===== config.mk =====
export PLATFORM = sky130hd
export DESIGN_NAME = hrc_highway_cfg
export DESIGN_NICKNAME = d
export VERILOG_FILES = /design/src/design/hrc_pkg.sv /design/src/design/hrc_highway_cfg.sv /design/src/design/hrc_rx_frame_timer.sv
export SDC_FILE = /design/constraint.sdc
export NUM_CORES = 2
export LEC_CHECK = 0
export BUFFER_PORTS_ARGS = -buffer_cell sky130_fd_sc_hd__buf_2
export CAP_MARGIN = 20
export CORE_MARGIN = 3
export CORE_UTILIZATION = 60
export CTS_BUF_LIST = sky130_fd_sc_hd__clkbuf_2
export CTS_CLUSTER_DIAMETER = 200
export DETAILED_ROUTE_END_ITERATION = 7
export PLACE_DENSITY = 0.8
export SLEW_MARGIN = 20
export SYNTH_ARGS = -nofsm -noshare
export SYNTH_HDL_FRONTEND = slang
export SYNTH_SLANG_ARGS = --single-unit

===== constraint.sdc =====
create_clock -name mclk_in -period 39.5 [get_ports mclk_in]
set_input_delay 7.9 -clock mclk_in [delete_from_list [all_inputs] [get_ports mclk_in]]
set_output_delay 7.9 -clock mclk_in [all_outputs]
set_load 0.1 [all_outputs]

===== src/design/hrc_pkg.sv =====
package hrc_pkg;
  // Highway count and host address layout
  localparam int unsigned HWY_COUNT = 32;
  localparam int unsigned ADDR_W = 16;
  localparam logic [15:0] TX_CFG_BASE = 16'h1002;
  localparam logic [15:0] RX_OFS_BASE = 16'h1801;
  localparam int unsigned HWY_STRIDE_SHIFT = 2;

  // Transmit configuration byte fields
  localparam int unsigned TX_OE_BIT = 2;
  localparam int unsigned TX_RATE_LSB = 0;
  localparam int unsigned TX_CFG_W = 3;
  localparam logic [2:0] TX_CFG_RESET = 3'h0;

  // Receive offset byte fields
  localparam int unsigned RX_WBIT_LSB = 4;
  localparam int unsigned RX_QBIT_LSB = 2;
  localparam int unsigned RX_OFS_W = 7;
  localparam logic [6:0] RX_OFS_RESET = 7'h00;

  // Rate codes
  localparam logic [1:0] RATE_2M = 2'h0;
  localparam logic [1:0] RATE_4M = 2'h1;
  localparam logic [1:0] RATE_8M = 2'h2;
  localparam logic [1:0] RATE_IDLE = 2'h3;

  // Largest slot shift per rate
  localparam logic [6:0] SLOT_MAX_2M = 7'h1F;
  localparam logic [6:0] SLOT_MAX_4M = 7'h3F;
  localparam logic [6:0] SLOT_MAX_8M = 7'h7F;

  // Quarter-bit tick arithmetic
  localparam int unsigned DELAY_W = 12;
  localparam int unsigned QBIT_SHIFT = 2;
  localparam int unsigned SLOT_SHIFT = 5;

  typedef enum logic {
    TMR_IDLE = 1'b0,
    TMR_ARMED = 1'b1
  } hrc_tmr_state_type;
endpackage


===== src/design/hrc_highway_cfg.sv =====
`timescale 1ns/1ps
// Functional notes
// RULE1: Output enable bit 2, reset zero, drives
// RULE2: Global external-drive setting qualifies the enable
// RULE3: Rate codes 2, 4, 8 Mbit/s, idle
// RULE4: Unused upper bits always read zero
// RULE5: Host clears global enable during clock loss
// RULE6: Host re-enables only after lock, 250 us
// RULE7: Whole-bit shift delays frame by bits
// RULE8: Quarter-bit shift delays frame quarter steps
// RULE9: Bit periods follow each highway's rate
// RULE10: Slot, bit, quarter shifts add together
// RULE11: Host writes zero to two low bits
// RULE12: Host uses zero whole-bit shift when unneeded
// RULE13: Slot shift limited by rate: 31/63/127
// RULE14: Quarter ticks from four-times-fastest reference
module hrc_highway_cfg #(
  parameter int unsigned HWY_COUNT = hrc_pkg::HWY_COUNT,
  parameter int unsigned ADDR_W = hrc_pkg::ADDR_W
) (
  input wire logic mclk_in,
  input wire logic rst_in,
  input wire logic host_cs_in,
  input wire logic host_wr_in,
  input wire logic host_rd_in,
  input wire logic [ADDR_W-1:0] host_addr_in,
  input wire logic [7:0] host_wdata_in,
  output logic [7:0] host_rdata_out,
  input wire logic global_tx_output_enable_in,
  input wire logic external_drive_in,
  input wire logic highway_clock_in,
  input wire logic frame_sync_in,
  input wire logic [2*HWY_COUNT-1:0] rx_rate_in,
  input wire logic [7*HWY_COUNT-1:0] rx_slot_shift_in,
  output logic [HWY_COUNT-1:0] tx_driver_enable_out,
  output logic [HWY_COUNT-1:0] tx_output_enable_out,
  output logic [2*HWY_COUNT-1:0] highway_rate_select_out,
  output logic [HWY_COUNT-1:0] rx_sample_start_out
);
  localparam int unsigned IDX_W = $clog2(HWY_COUNT);

  // Host address hits one highway's byte of the given bank
  function automatic logic hwy_hit(input logic [ADDR_W-1:0] addr,
                                   input logic [15:0] base);
    logic [ADDR_W-1:0] d;
    d = addr - ADDR_W'(base);
    return addr >= ADDR_W'(base) && d[1:0] == 2'h0
      && (d >> hrc_pkg::HWY_STRIDE_SHIFT) < ADDR_W'(HWY_COUNT);
  endfunction

  // Highway number of an address in the given bank
  function automatic logic [IDX_W-1:0] hwy_index(
      input logic [ADDR_W-1:0] addr, input logic [15:0] base);
    logic [ADDR_W-1:0] d;
    d = (addr - ADDR_W'(base)) >> hrc_pkg::HWY_STRIDE_SHIFT;
    return d[IDX_W-1:0];
  endfunction

  // Largest slot shift allowed at a rate
  function automatic logic [6:0] slot_limit(input logic [1:0] rate);
    unique case (rate)
      hrc_pkg::RATE_4M: return hrc_pkg::SLOT_MAX_4M;
      hrc_pkg::RATE_8M: return hrc_pkg::SLOT_MAX_8M;
      default: return hrc_pkg::SLOT_MAX_2M;
    endcase
  endfunction

  logic [2:0] tx_cfg_ff [HWY_COUNT];
  logic [2:0] nxt_tx_cfg_ff [HWY_COUNT];
  logic [6:0] rx_ofs_ff [HWY_COUNT];
  logic [6:0] nxt_rx_ofs_ff [HWY_COUNT];
  logic [7:0] nxt_host_rdata;
  logic tx_wr_hit, rx_wr_hit, tx_rd_hit, rx_rd_hit;
  logic [IDX_W-1:0] acc_idx_tx, acc_idx_rx;

  // Host register writes and registered read data
  always_comb begin
    tx_wr_hit = host_cs_in && host_wr_in
      && hwy_hit(host_addr_in, hrc_pkg::TX_CFG_BASE);
    rx_wr_hit = host_cs_in && host_wr_in
      && hwy_hit(host_addr_in, hrc_pkg::RX_OFS_BASE);
    tx_rd_hit = host_cs_in && host_rd_in
      && hwy_hit(host_addr_in, hrc_pkg::TX_CFG_BASE);
    rx_rd_hit = host_cs_in && host_rd_in
      && hwy_hit(host_addr_in, hrc_pkg::RX_OFS_BASE);
    acc_idx_tx = hwy_index(host_addr_in, hrc_pkg::TX_CFG_BASE);
    acc_idx_rx = hwy_index(host_addr_in, hrc_pkg::RX_OFS_BASE);
    nxt_tx_cfg_ff = tx_cfg_ff;
    nxt_rx_ofs_ff = rx_ofs_ff;
    nxt_host_rdata = 8'h00;
    if (tx_wr_hit) begin
      nxt_tx_cfg_ff[acc_idx_tx] = host_wdata_in[hrc_pkg::TX_CFG_W-1:0];
    end
    if (rx_wr_hit) begin
      nxt_rx_ofs_ff[acc_idx_rx] = host_wdata_in[hrc_pkg::RX_OFS_W-1:0];
    end
    if (tx_rd_hit) begin
      nxt_host_rdata = {5'h00, tx_cfg_ff[acc_idx_tx]}; // RULE4
    end else if (rx_rd_hit) begin
      nxt_host_rdata = {1'b0, rx_ofs_ff[acc_idx_rx]}; // RULE4 RULE11
    end
  end

  // Configuration storage
  always_ff @(posedge mclk_in or posedge rst_in) begin
    if (rst_in) begin
      for (int i = 0; i < HWY_COUNT; i++) begin
        tx_cfg_ff[i] <= hrc_pkg::TX_CFG_RESET; // RULE1
        rx_ofs_ff[i] <= hrc_pkg::RX_OFS_RESET;
      end
      host_rdata_out <= 8'h00;
    end else begin
      tx_cfg_ff <= nxt_tx_cfg_ff;
      rx_ofs_ff <= nxt_rx_ofs_ff;
      host_rdata_out <= nxt_host_rdata;
    end
  end

  logic hclk_s1_ff, hclk_s2_ff, hclk_s3_ff;
  logic fsync_s1_ff, fsync_s2_ff, fsync_s3_ff;
  logic qtick, frame_start;

  // Two-stage synchronisers and rising-edge detect
  always_comb begin
    qtick = hclk_s2_ff && !hclk_s3_ff; // RULE14
    frame_start = fsync_s2_ff && !fsync_s3_ff;
  end

  always_ff @(posedge mclk_in or posedge rst_in) begin
    if (rst_in) begin
      hclk_s1_ff <= 1'b0;
      hclk_s2_ff <= 1'b0;
      hclk_s3_ff <= 1'b0;
      fsync_s1_ff <= 1'b0;
      fsync_s2_ff <= 1'b0;
      fsync_s3_ff <= 1'b0;
    end else begin
      hclk_s1_ff <= highway_clock_in;
      hclk_s2_ff <= hclk_s1_ff;
      hclk_s3_ff <= hclk_s2_ff;
      fsync_s1_ff <= frame_sync_in;
      fsync_s2_ff <= fsync_s1_ff;
      fsync_s3_ff <= fsync_s2_ff;
    end
  end

  logic [HWY_COUNT-1:0] nxt_tx_driver_enable, nxt_tx_output_enable;
  logic [2*HWY_COUNT-1:0] nxt_highway_rate_select;

  // Per-highway transmit driver qualification
  always_comb begin
    for (int i = 0; i < HWY_COUNT; i++) begin
      nxt_highway_rate_select[2*i +: 2] =
        tx_cfg_ff[i][hrc_pkg::TX_RATE_LSB +: 2]; // RULE3
      nxt_tx_output_enable[i] = global_tx_output_enable_in
        && tx_cfg_ff[i][hrc_pkg::TX_OE_BIT]; // RULE1
      nxt_tx_driver_enable[i] = global_tx_output_enable_in
        && (tx_cfg_ff[i][hrc_pkg::TX_OE_BIT] || external_drive_in)
        && tx_cfg_ff[i][hrc_pkg::TX_RATE_LSB +: 2]
           != hrc_pkg::RATE_IDLE; // RULE2 RULE3
    end
  end

  always_ff @(posedge mclk_in or posedge rst_in) begin
    if (rst_in) begin
      tx_driver_enable_out <= '0;
      tx_output_enable_out <= '0;
      highway_rate_select_out <= '0;
    end else begin
      tx_driver_enable_out <= nxt_tx_driver_enable;
      tx_output_enable_out <= nxt_tx_output_enable;
      highway_rate_select_out <= nxt_highway_rate_select;
    end
  end

  // One frame timer per receive highway
  for (genvar g = 0; g < HWY_COUNT; g++) begin : g_rx
    logic [1:0] rate_w;
    logic [6:0] slot_w;
    assign rate_w = rx_rate_in[2*g +: 2];
    assign slot_w = rx_slot_shift_in[7*g +: 7]
                    & slot_limit(rate_w); // RULE13
    hrc_rx_frame_timer #(.DELAY_W(hrc_pkg::DELAY_W)) u_tmr (
      .mclk_in(mclk_in),
      .rst_in(rst_in),
      .qtick_in(qtick),
      .frame_start_in(frame_start),
      .rate_in(rate_w),
      .slot_in(slot_w),
      .wbit_in(rx_ofs_ff[g][hrc_pkg::RX_WBIT_LSB +: 3]),
      .qbit_in(rx_ofs_ff[g][hrc_pkg::RX_QBIT_LSB +: 2]),
      .sample_start_out(rx_sample_start_out[g])
    );

    property p_slot_clamp;
      @(posedge mclk_in) disable iff (rst_in)
      slot_w <= slot_limit(rate_w);
    endproperty
    a_slot_clamp: assert property (p_slot_clamp) // RULE13
      else $error("slot shift beyond rate limit");
  end

  property p_oe_off;
    @(posedge mclk_in) disable iff (rst_in)
    !tx_cfg_ff[0][hrc_pkg::TX_OE_BIT] && !external_drive_in
      |=> !tx_driver_enable_out[0];
  endproperty
  a_oe_off: assert property (p_oe_off) // RULE1
    else $error("driver on with enable bit clear");

  property p_global_off;
    @(posedge mclk_in) disable iff (rst_in)
    !global_tx_output_enable_in |=> tx_driver_enable_out == '0
      && tx_output_enable_out == '0;
  endproperty
  a_global_off: assert property (p_global_off) // RULE2
    else $error("driver on with global enable clear");

  property p_ext_drive;
    @(posedge mclk_in) disable iff (rst_in)
    global_tx_output_enable_in && external_drive_in
      && tx_cfg_ff[0][hrc_pkg::TX_RATE_LSB +: 2] != hrc_pkg::RATE_IDLE
      |=> tx_driver_enable_out[0];
  endproperty
  a_ext_drive: assert property (p_ext_drive) // RULE2
    else $error("external drive did not enable driver");

  property p_tx_idle;
    @(posedge mclk_in) disable iff (rst_in)
    tx_cfg_ff[0][hrc_pkg::TX_RATE_LSB +: 2] == hrc_pkg::RATE_IDLE
      |=> !tx_driver_enable_out[0];
  endproperty
  a_tx_idle: assert property (p_tx_idle) // RULE3
    else $error("idle highway driver enabled");

  property p_rd_zero;
    @(posedge mclk_in) disable iff (rst_in)
    tx_rd_hit |=> host_rdata_out[7:3] == 5'h00;
  endproperty
  a_rd_zero: assert property (p_rd_zero) // RULE4
    else $error("transmit byte upper bits not zero");
endmodule


===== src/design/hrc_rx_frame_timer.sv =====
`timescale 1ns/1ps
module hrc_rx_frame_timer #(
  parameter int unsigned DELAY_W = hrc_pkg::DELAY_W
) (
  input wire logic mclk_in,
  input wire logic rst_in,
  input wire logic qtick_in,
  input wire logic frame_start_in,
  input wire logic [1:0] rate_in,
  input wire logic [6:0] slot_in,
  input wire logic [2:0] wbit_in,
  input wire logic [1:0] qbit_in,
  output logic sample_start_out
);
  hrc_pkg::hrc_tmr_state_type state_ff, nxt_state_ff;
  logic [DELAY_W-1:0] cnt_ff, nxt_cnt_ff;
  logic nxt_sample_start;
  logic [DELAY_W-1:0] base_w, delay_w;

  // Sum of slot, whole bit and quarter bit in quarter-bit units
  always_comb begin
    base_w = {slot_in[DELAY_W-hrc_pkg::SLOT_SHIFT-1:0],
              {hrc_pkg::SLOT_SHIFT{1'b0}}}
           + DELAY_W'({wbit_in, {hrc_pkg::QBIT_SHIFT{1'b0}}})
           + DELAY_W'(qbit_in); // RULE10 RULE7 RULE8
    unique case (rate_in)
      hrc_pkg::RATE_4M: delay_w = {base_w[DELAY_W-2:0], 1'b0}; // RULE9
      hrc_pkg::RATE_2M: delay_w = {base_w[DELAY_W-3:0], 2'b00}; // RULE9
      default: delay_w = base_w;
    endcase
  end

  // Countdown of reference ticks from frame sync to slot 0 bit 0
  always_comb begin
    nxt_state_ff = state_ff;
    nxt_cnt_ff = cnt_ff;
    nxt_sample_start = 1'b0;
    unique case (state_ff)
      hrc_pkg::TMR_IDLE: begin
        if (frame_start_in && rate_in != hrc_pkg::RATE_IDLE) begin
          if (delay_w == '0) begin
            nxt_sample_start = 1'b1;
          end else begin
            nxt_cnt_ff = delay_w;
            nxt_state_ff = hrc_pkg::TMR_ARMED;
          end
        end
      end
      hrc_pkg::TMR_ARMED: begin
        if (rate_in == hrc_pkg::RATE_IDLE) begin
          nxt_state_ff = hrc_pkg::TMR_IDLE; // RULE3
        end else if (frame_start_in) begin
          if (delay_w == '0) begin
            nxt_sample_start = 1'b1;
            nxt_state_ff = hrc_pkg::TMR_IDLE;
          end else begin
            nxt_cnt_ff = delay_w;
          end
        end else if (qtick_in) begin
          nxt_cnt_ff = cnt_ff - DELAY_W'(1);
          if (cnt_ff == DELAY_W'(1)) begin
            nxt_sample_start = 1'b1; // RULE14
            nxt_state_ff = hrc_pkg::TMR_IDLE;
          end
        end
      end
    endcase
  end

  // Timer registers
  always_ff @(posedge mclk_in or posedge rst_in) begin
    if (rst_in) begin
      state_ff <= hrc_pkg::TMR_IDLE;
      cnt_ff <= '0;
      sample_start_out <= 1'b0;
    end else begin
      state_ff <= nxt_state_ff;
      cnt_ff <= nxt_cnt_ff;
      sample_start_out <= nxt_sample_start;
    end
  end

  // Helper: ticks seen since the last frame sync
  logic [DELAY_W:0] seen_ff;
  logic [DELAY_W-1:0] want_ff;
  always_ff @(posedge mclk_in or posedge rst_in) begin
    if (rst_in) begin
      seen_ff <= '0;
      want_ff <= '0;
    end else if (frame_start_in) begin
      seen_ff <= '0;
      want_ff <= delay_w;
    end else if (qtick_in) begin
      seen_ff <= seen_ff + (DELAY_W+1)'(1);
    end
  end

  property p_delay_count;
    @(posedge mclk_in) disable iff (rst_in)
    sample_start_out |-> seen_ff == {1'b0, want_ff};
  endproperty
  a_delay_count: assert property (p_delay_count) // RULE10
    else $error("slot 0 bit 0 strobe at wrong tick count");

  property p_zero_delay;
    @(posedge mclk_in) disable iff (rst_in)
    frame_start_in && rate_in != hrc_pkg::RATE_IDLE && slot_in == '0
      && wbit_in == '0 && qbit_in == '0 |=> sample_start_out;
  endproperty
  a_zero_delay: assert property (p_zero_delay) // RULE7
    else $error("zero offset did not strobe at once");

  property p_rx_idle;
    @(posedge mclk_in) disable iff (rst_in)
    rate_in == hrc_pkg::RATE_IDLE |=> !sample_start_out;
  endproperty
  a_rx_idle: assert property (p_rx_idle) // RULE3
    else $error("idle highway produced a sample strobe");
endmodule


Word-level counts from Yosys, hierarchy flattened
Index checks and enable logic that the tools add are counted.

storage, ports and cells
  output and inout bits = 168
  logic and storage cells = 1622
  register bits = 910
  input bits = 321

cells by class
  muxes and demuxes = 718
  add/subtract/negate cells = 98
  reductions and logical operators = 274
  $lt $le $gt $ge = 8
  eq/ne operators = 288
  bitwise gates (word level) = 66

operators with widths
  cell                     number
  $mux W12                 160
  $pmux W12 S2             64
  $pmux W7 S2              32
  $add A12 B2 Y12          32
  $add A12 B5 Y12          32
  $eq A12 B1 Y1 const B    32
  $logic_not A12 Y1        32
  $mux W1                  384
  $sub A12 B1 Y12 const B  32
  $and A7 B7 Y7            32
  $bwmux W224              1
  $ne A2 B2 Y1 const B     96
  $logic_and A1 B1 Y1      142
  $eq A2 B2 Y1 const B     64
  $pmux W1 S2              64
  $bwmux W96               1
  $reduce_and A3 Y1        32
  $ne A3 B3 Y1 const B     31
  $logic_not A2 Y1         34
  $eq A2 B1 Y1 const B     32
  $ne A2 B1 Y1 const B     32
  $bmux W7 S5              1
  $demux W7 S5             1
  $ge A16 B13 Y1 const B   2
  other kinds (14)         87

Depth between registers and ports, before layout
  depth in word-level cells = 11
  depth in mapped cells = 13

Hierarchy
From an unflattened synthesis, not the netlist that was laid out.

second synthesis, totals
  cell total of the unflattened synthesis = 7263
  area, all modules = 63557.2 sq um

modules (own cells, without submodules)
  module                                   cells each  area an instance (sq um)  sequential area each (sq um)  times used
  hrc_highway_cfg                          1571        21011.4                   11536.1                       1
  hrc_rx_frame_timer (g_rx[0].u_tmr ...)   176         1307.5                    350.3                         15
  hrc_rx_frame_timer (g_rx[29].u_tmr ...)  182         1358.8                    350.3                         10
  hrc_rx_frame_timer (g_rx[23].u_tmr ...)  176         1335.0                    350.3                         7

Least setup slack after synthesis
No wires, ideal clock.

  path kind = input-to-reg
  start point = in host_addr_in[1]
  end point = reg host_rdata_out[5]
  slack = 28716 ps
  stages on the path = 12
  required time = 39369 ps
  data arrival time = 10652 ps
  path buffers = 5
  path through = buf_2 inv_1 ha_1 clkbuf_1 a21boi_0 xnor2_1 clkbuf_1 clkbuf_1 clkbuf_1 mux4_2 a221oi_1 a31oi_1

on the way
  longest elaborated chain between the ends = 7
  elaborated cells on any way between the ends = 20
  those cells by class = add/sub (2); order compare (4); mux (5); bitwise (1); reduce/logical (8)

ends and longest elaborated chain
  item                                                                         line                                           RTL
  from (decl)                                                                  hrc_highway_cfg.sv:26                          input wire logic [ADDR_W-1:0] host_addr_in,
  $sub A16 B13 Y16                                                             hrc_highway_cfg.sv:55                          d = (addr - ADDR_W'(base)) >> hrc_pkg::HWY_STRIDE_SHIFT;
  $not A5 Y6 (implied by the code) / $logic_not A2 Y1 (equally long branches)  hrc_highway_cfg.sv:100, hrc_highway_cfg.sv:47
  $bmux W7 S5 / $logic_and A1 B1 Y1 (equally long branches)                    hrc_highway_cfg.sv:100, hrc_highway_cfg.sv:47
  $mux W7 (implied by the code) / $logic_and A1 B1 Y1 (equally long branches)  hrc_highway_cfg.sv:100, hrc_highway_cfg.sv:48
  $mux W7 (implied by the code) / $logic_and A1 B1 Y1 (equally long branches)  hrc_highway_cfg.sv:100, hrc_highway_cfg.sv:85
  $mux W7                                                                      hrc_highway_cfg.sv:99                          end else if (rx_rd_hit) begin
  $mux W8 *                                                                    hrc_highway_cfg.sv:97                          if (tx_rd_hit) begin
  via nxt_host_rdata[5]                                                        hrc_highway_cfg.sv:72                          logic [7:0] nxt_host_rdata;
  to (signal assigned)                                                         hrc_highway_cfg.sv:115                         host_rdata_out <= nxt_host_rdata;
  to (decl)                                                                    hrc_highway_cfg.sv:28                          output logic [7:0] host_rdata_out,

Mark *: on every way through the listed nets, which the timed path passes. The rest lies on a longest branch. The select of a mux whose other input is x is not followed.
A chain may end at the register's enable or synchronous reset.

==> results.json <==
{
  "status": "finished with violations",
  "violations": "design-rule violations",
  "start_util": 0.610,
  "slew_headroom": 0.264,
  "crit_buf_inv": 6,
  "final_cell_mix": "dfrtp_1 (909), nand2_1 (653), a21oi_1 (524)",
  "finalWorstSetupSlack_ns": 29.00,
  "vias_per_cell": 6.59,
  "hold_path.class": "reg2reg",
  "hold_path_depth": 0,
  "cts_resized": 0,
  "synth-seq-area-share": 0.403,
  "portBuffers": 486,
  "synth-edff-count": 0,
  "dr.pass1.iters": 8,
  "clockPowerShare": 0.250,
  "fin_skew_ns": 0.134,
  "syn_area_um2": 56500,
  "cts.path.max_buffers": 3,
  "postCtsSetupBuffers": 0,
  "holdWs_ns": 0.364,
  "worstHoldStart": "hclk_s1_ff",
  "cts_buffers": 236,
  "nNetsFinal": 7143,
  "arrival_ns": 12.07,
  "grt_pass1_wl_um": 271000,
  "setup_violations": 0,
  "crit_top_cell": "buf_4",
  "worstSkewPairLatency_ns": 1.71,
  "holdPathEnd": "hclk_s2_ff",
  "power.switching_mw": 1.08,
  "ios": 489,
  "hold_viol": 0,
  "worstSetupPathType": "in2async",
  "design_power_total_mw": 2.72,
  "synth.distinct_cells": 83,
  "core_um2": 92500,
  "drive_gt1_frac": 0.192,
  "p_comb_frac": 0.293,
  "rows": 111,
  "internal_power_mw": 1.64,
  "dp_cells": 7633,
  "vias": 53600,
  "clkSlewWorstSetupHoldPaths_ns": 0.09,
  "crit_required_ns": 41.07,
  "clock-root-buffer": "clkbuf_2",
  "fp.dieH_um": 313,
  "r2r_cells": 8,
  "cts_tree": "done",
  "rsz0062_at_grt": "no",
  "dp_hpwl_um": 122000,
  "rr_startpoint": "fsync_s2_ff",
  "fin_cells": 8127,
  "layout_commonest_cell": "dfrtp_1",
  "grt.total_usage": 0.340,
  "r2r_slack_ns": 35.67,
  "antenna_found_initial": 68,
  "worstPathMaxFanout": 137,
  "grt_max_degree": 165,
  "syn_avg_cell_area_um2": 9.01,
  "wl_um": 174000,
  "period_needed_ns": 10.50,
  "crit_path_start": "rst_in",
  "cp.depth": 6,
  "grt_pass1_vias": 49900,
  "ys.flop_type": "dfrtp_1",
  "seq_power_share": 0.457,
  "fin_setup_tns_ns": 0,
  "swShare": 0.395,
  "timing.rr.end": "g_rx[3].u_tmr.cnt_ff[3]",
  "ant_nets": 0,
  "maxSlewViolCount": 0,
  "wl_per_cell_um": 21.4,
  "ys_ff_latch": 909,
  "drt_iter0_markers": 5929,
  "end_kind": "asynchronous set/reset pin",
  "fp.dieW_um": 313,
  "dieArea_um2": 97800,
  "pre_cts_ws_ns": 27.21,
  "ir_drop_mv": 0.0292,
  "path_delay_family": "buffers and inverters",
  "period_share": 0.266,
  "htreeDepth": 4,
  "drc_errors": 5,
  "gp_congestion": 0.980,
  "cts.sinks": 909,
  "grt-ovfl-total": 0,
  "critPathLaunchType": "primary input",
  "ctsHoldBuffers": 0,
  "area_growth_pct": 9.00,
  "cellLeakagePower_nw": 28.7,
  "worst_pin_slew_ns": 1.10,
  "cp_slowest_cell": "buf_4",
  "netlist_instances": 6264,
  "worstPathCellList": "buf_2 > inv_8 > buf_4 > buf_4 > buf_4 > buf_4",
  "synthArstFlopShare": 1.00,
  "yosys_warnings": 0,
  "max_freq_mhz": 95.2,
  "powerDensity_nw_per_um2": 44.2,
  "critPathMaxStageDelay_ns": 0.84,
  "maxCapViolCount": 0,
  "synth_nets": 6779
}
[routing by layer]
metal / share of wire / vias to the layer above / track usage
met3: 0.10 / 496 / 0.0772
met5: 0.0010 / - / 0
met4: 0.041 / 24 / 0.160
met1: 0.40 / 26000 / 0.458
li1: - / 24400 / -
met2: 0.46 / 2734 / 0.524
[metrics by stage]
step                utilization  instance area (um^2)
floorplan                     -                 56500
global placement          0.640                 59200
detailed placement        0.640                 59200
CTS                       0.663                 61400
global route              0.665                 61500
finish                    0.665                 61500
[synthesized netlist by cell type (19+ instances only)]
cell type | count | share of area
a221o_1 | 43 | 0.0076
nand2_1 | 654 | 0.043
nor2b_1 | 37 | 0.0041
a221oi_1 | 25 | 0.0039
a21oi_1 | 524 | 0.046
nor4_1 | 104 | 0.012
a31oi_1 | 152 | 0.017
a32o_1 | 19 | 0.0034
or3_1 | 53 | 0.0059
nand3_1 | 125 | 0.011
mux2_2 | 318 | 0.063
mux2i_1 | 22 | 0.0039
o221ai_1 | 39 | 0.0061
buf_1 | 29 | 0.0019
nand2b_1 | 43 | 0.0048
nor3_1 | 220 | 0.020
o31ai_1 | 20 | 0.0027
a22oi_1 | 98 | 0.013
a21o_1 | 91 | 0.012
nor2_1 | 490 | 0.033
a211oi_1 | 41 | 0.0055
ha_1 | 194 | 0.043
and3_1 | 56 | 0.0062
mux4_2 | 46 | 0.018
nor3b_1 | 31 | 0.0041
nand4_1 | 61 | 0.0068
o22ai_1 | 56 | 0.0062
inv_1 | 177 | 0.012
a22o_1 | 318 | 0.049
buf_4 | 35 | 0.0047
o211a_1 | 33 | 0.0059
and2_1 | 94 | 0.010
clkbuf_1 | 316 | 0.021
dfrtp_1 | 909 | 0.40
o21ai_0 | 459 | 0.041
or4_1 | 28 | 0.0037
[worst max path at each step]
stage / slack (ns) / endpoint
final: 29.00 / g_rx[21].u_tmr.cnt_ff[7]
after global routing: 28.36 / g_rx[21].u_tmr.cnt_ff[7]
after CTS: 28.93 / g_rx[22].u_tmr.cnt_ff[6]
after detailed placement: 27.21 / g_rx[21].u_tmr.cnt_ff[8]
after global placement: 27.27 / g_rx[21].u_tmr.cnt_ff[8]
after floorplan: 6.04 / fsync_s1_ff
[final cells by class]
cell class,count,area [um^2]
multi-input combinational,4782,31500
fill,7763,31000
sequential,909,22700
timing repair buffer,522,2730
clock buffer,322,1610
tap,1243,1560
inverter,177,672
clock inverter,100,577
antenna,72,180
[cell families after synthesis]
logic type | after synthesis | synth area share
multiplexers | 390 | 0.0865
XOR/XNOR | 15 | 0.00233
flip-flops | 909 | 0.403
AND/OR/NAND/NOR | 2099 | 0.180
AO/OA/AOI/OAI | 2083 | 0.244
adder cells (fa/ha/maj) | 194 | 0.0430
buffers and inverters | 573 | 0.0408
other | 1 | 0.0000664
[sequential cells by signal (all words and copies together) (netlist names), 7 cells and up]
name,count
host_rdata_out,7
highway_rate_select_out,64
g_rx.u_tmr.sample_start_out,32
tx_driver_enable_out,32
nxt_highway_rate_select,64
g_rx.u_tmr.cnt_ff,384
rx_ofs_ff,224
tx_output_enable_out,32
tx_cfg_ff,32
g_rx.u_tmr.state_ff,32
[power groups by stage]
stage / Clock (mW) / Combinational [mW] / Sequential (mW)
final: 0.681 / 0.797 / 1.24
after global routing: 0.745 / 0.894 / 1.27
after CTS: 0.693 / 0.785 / 1.24
after detailed placement: 0 / 0.781 / 1.25
after global placement: 0 / 0.757 / 1.25
after floorplan: 0 / 0.607 / 1.22
[worst register-to-register path, delay by kind of cell, from the launching register on]
kind | cells | cell delay (ns)
buffers and inverters | 2 | 0.75
DFF | 1 | 0.43
and+or+nand+nor | 2 | 1.24
AOI/OAI and AO/OA | 4 | 1.25
Note: power is estimated with default switching activity, not from simulation.
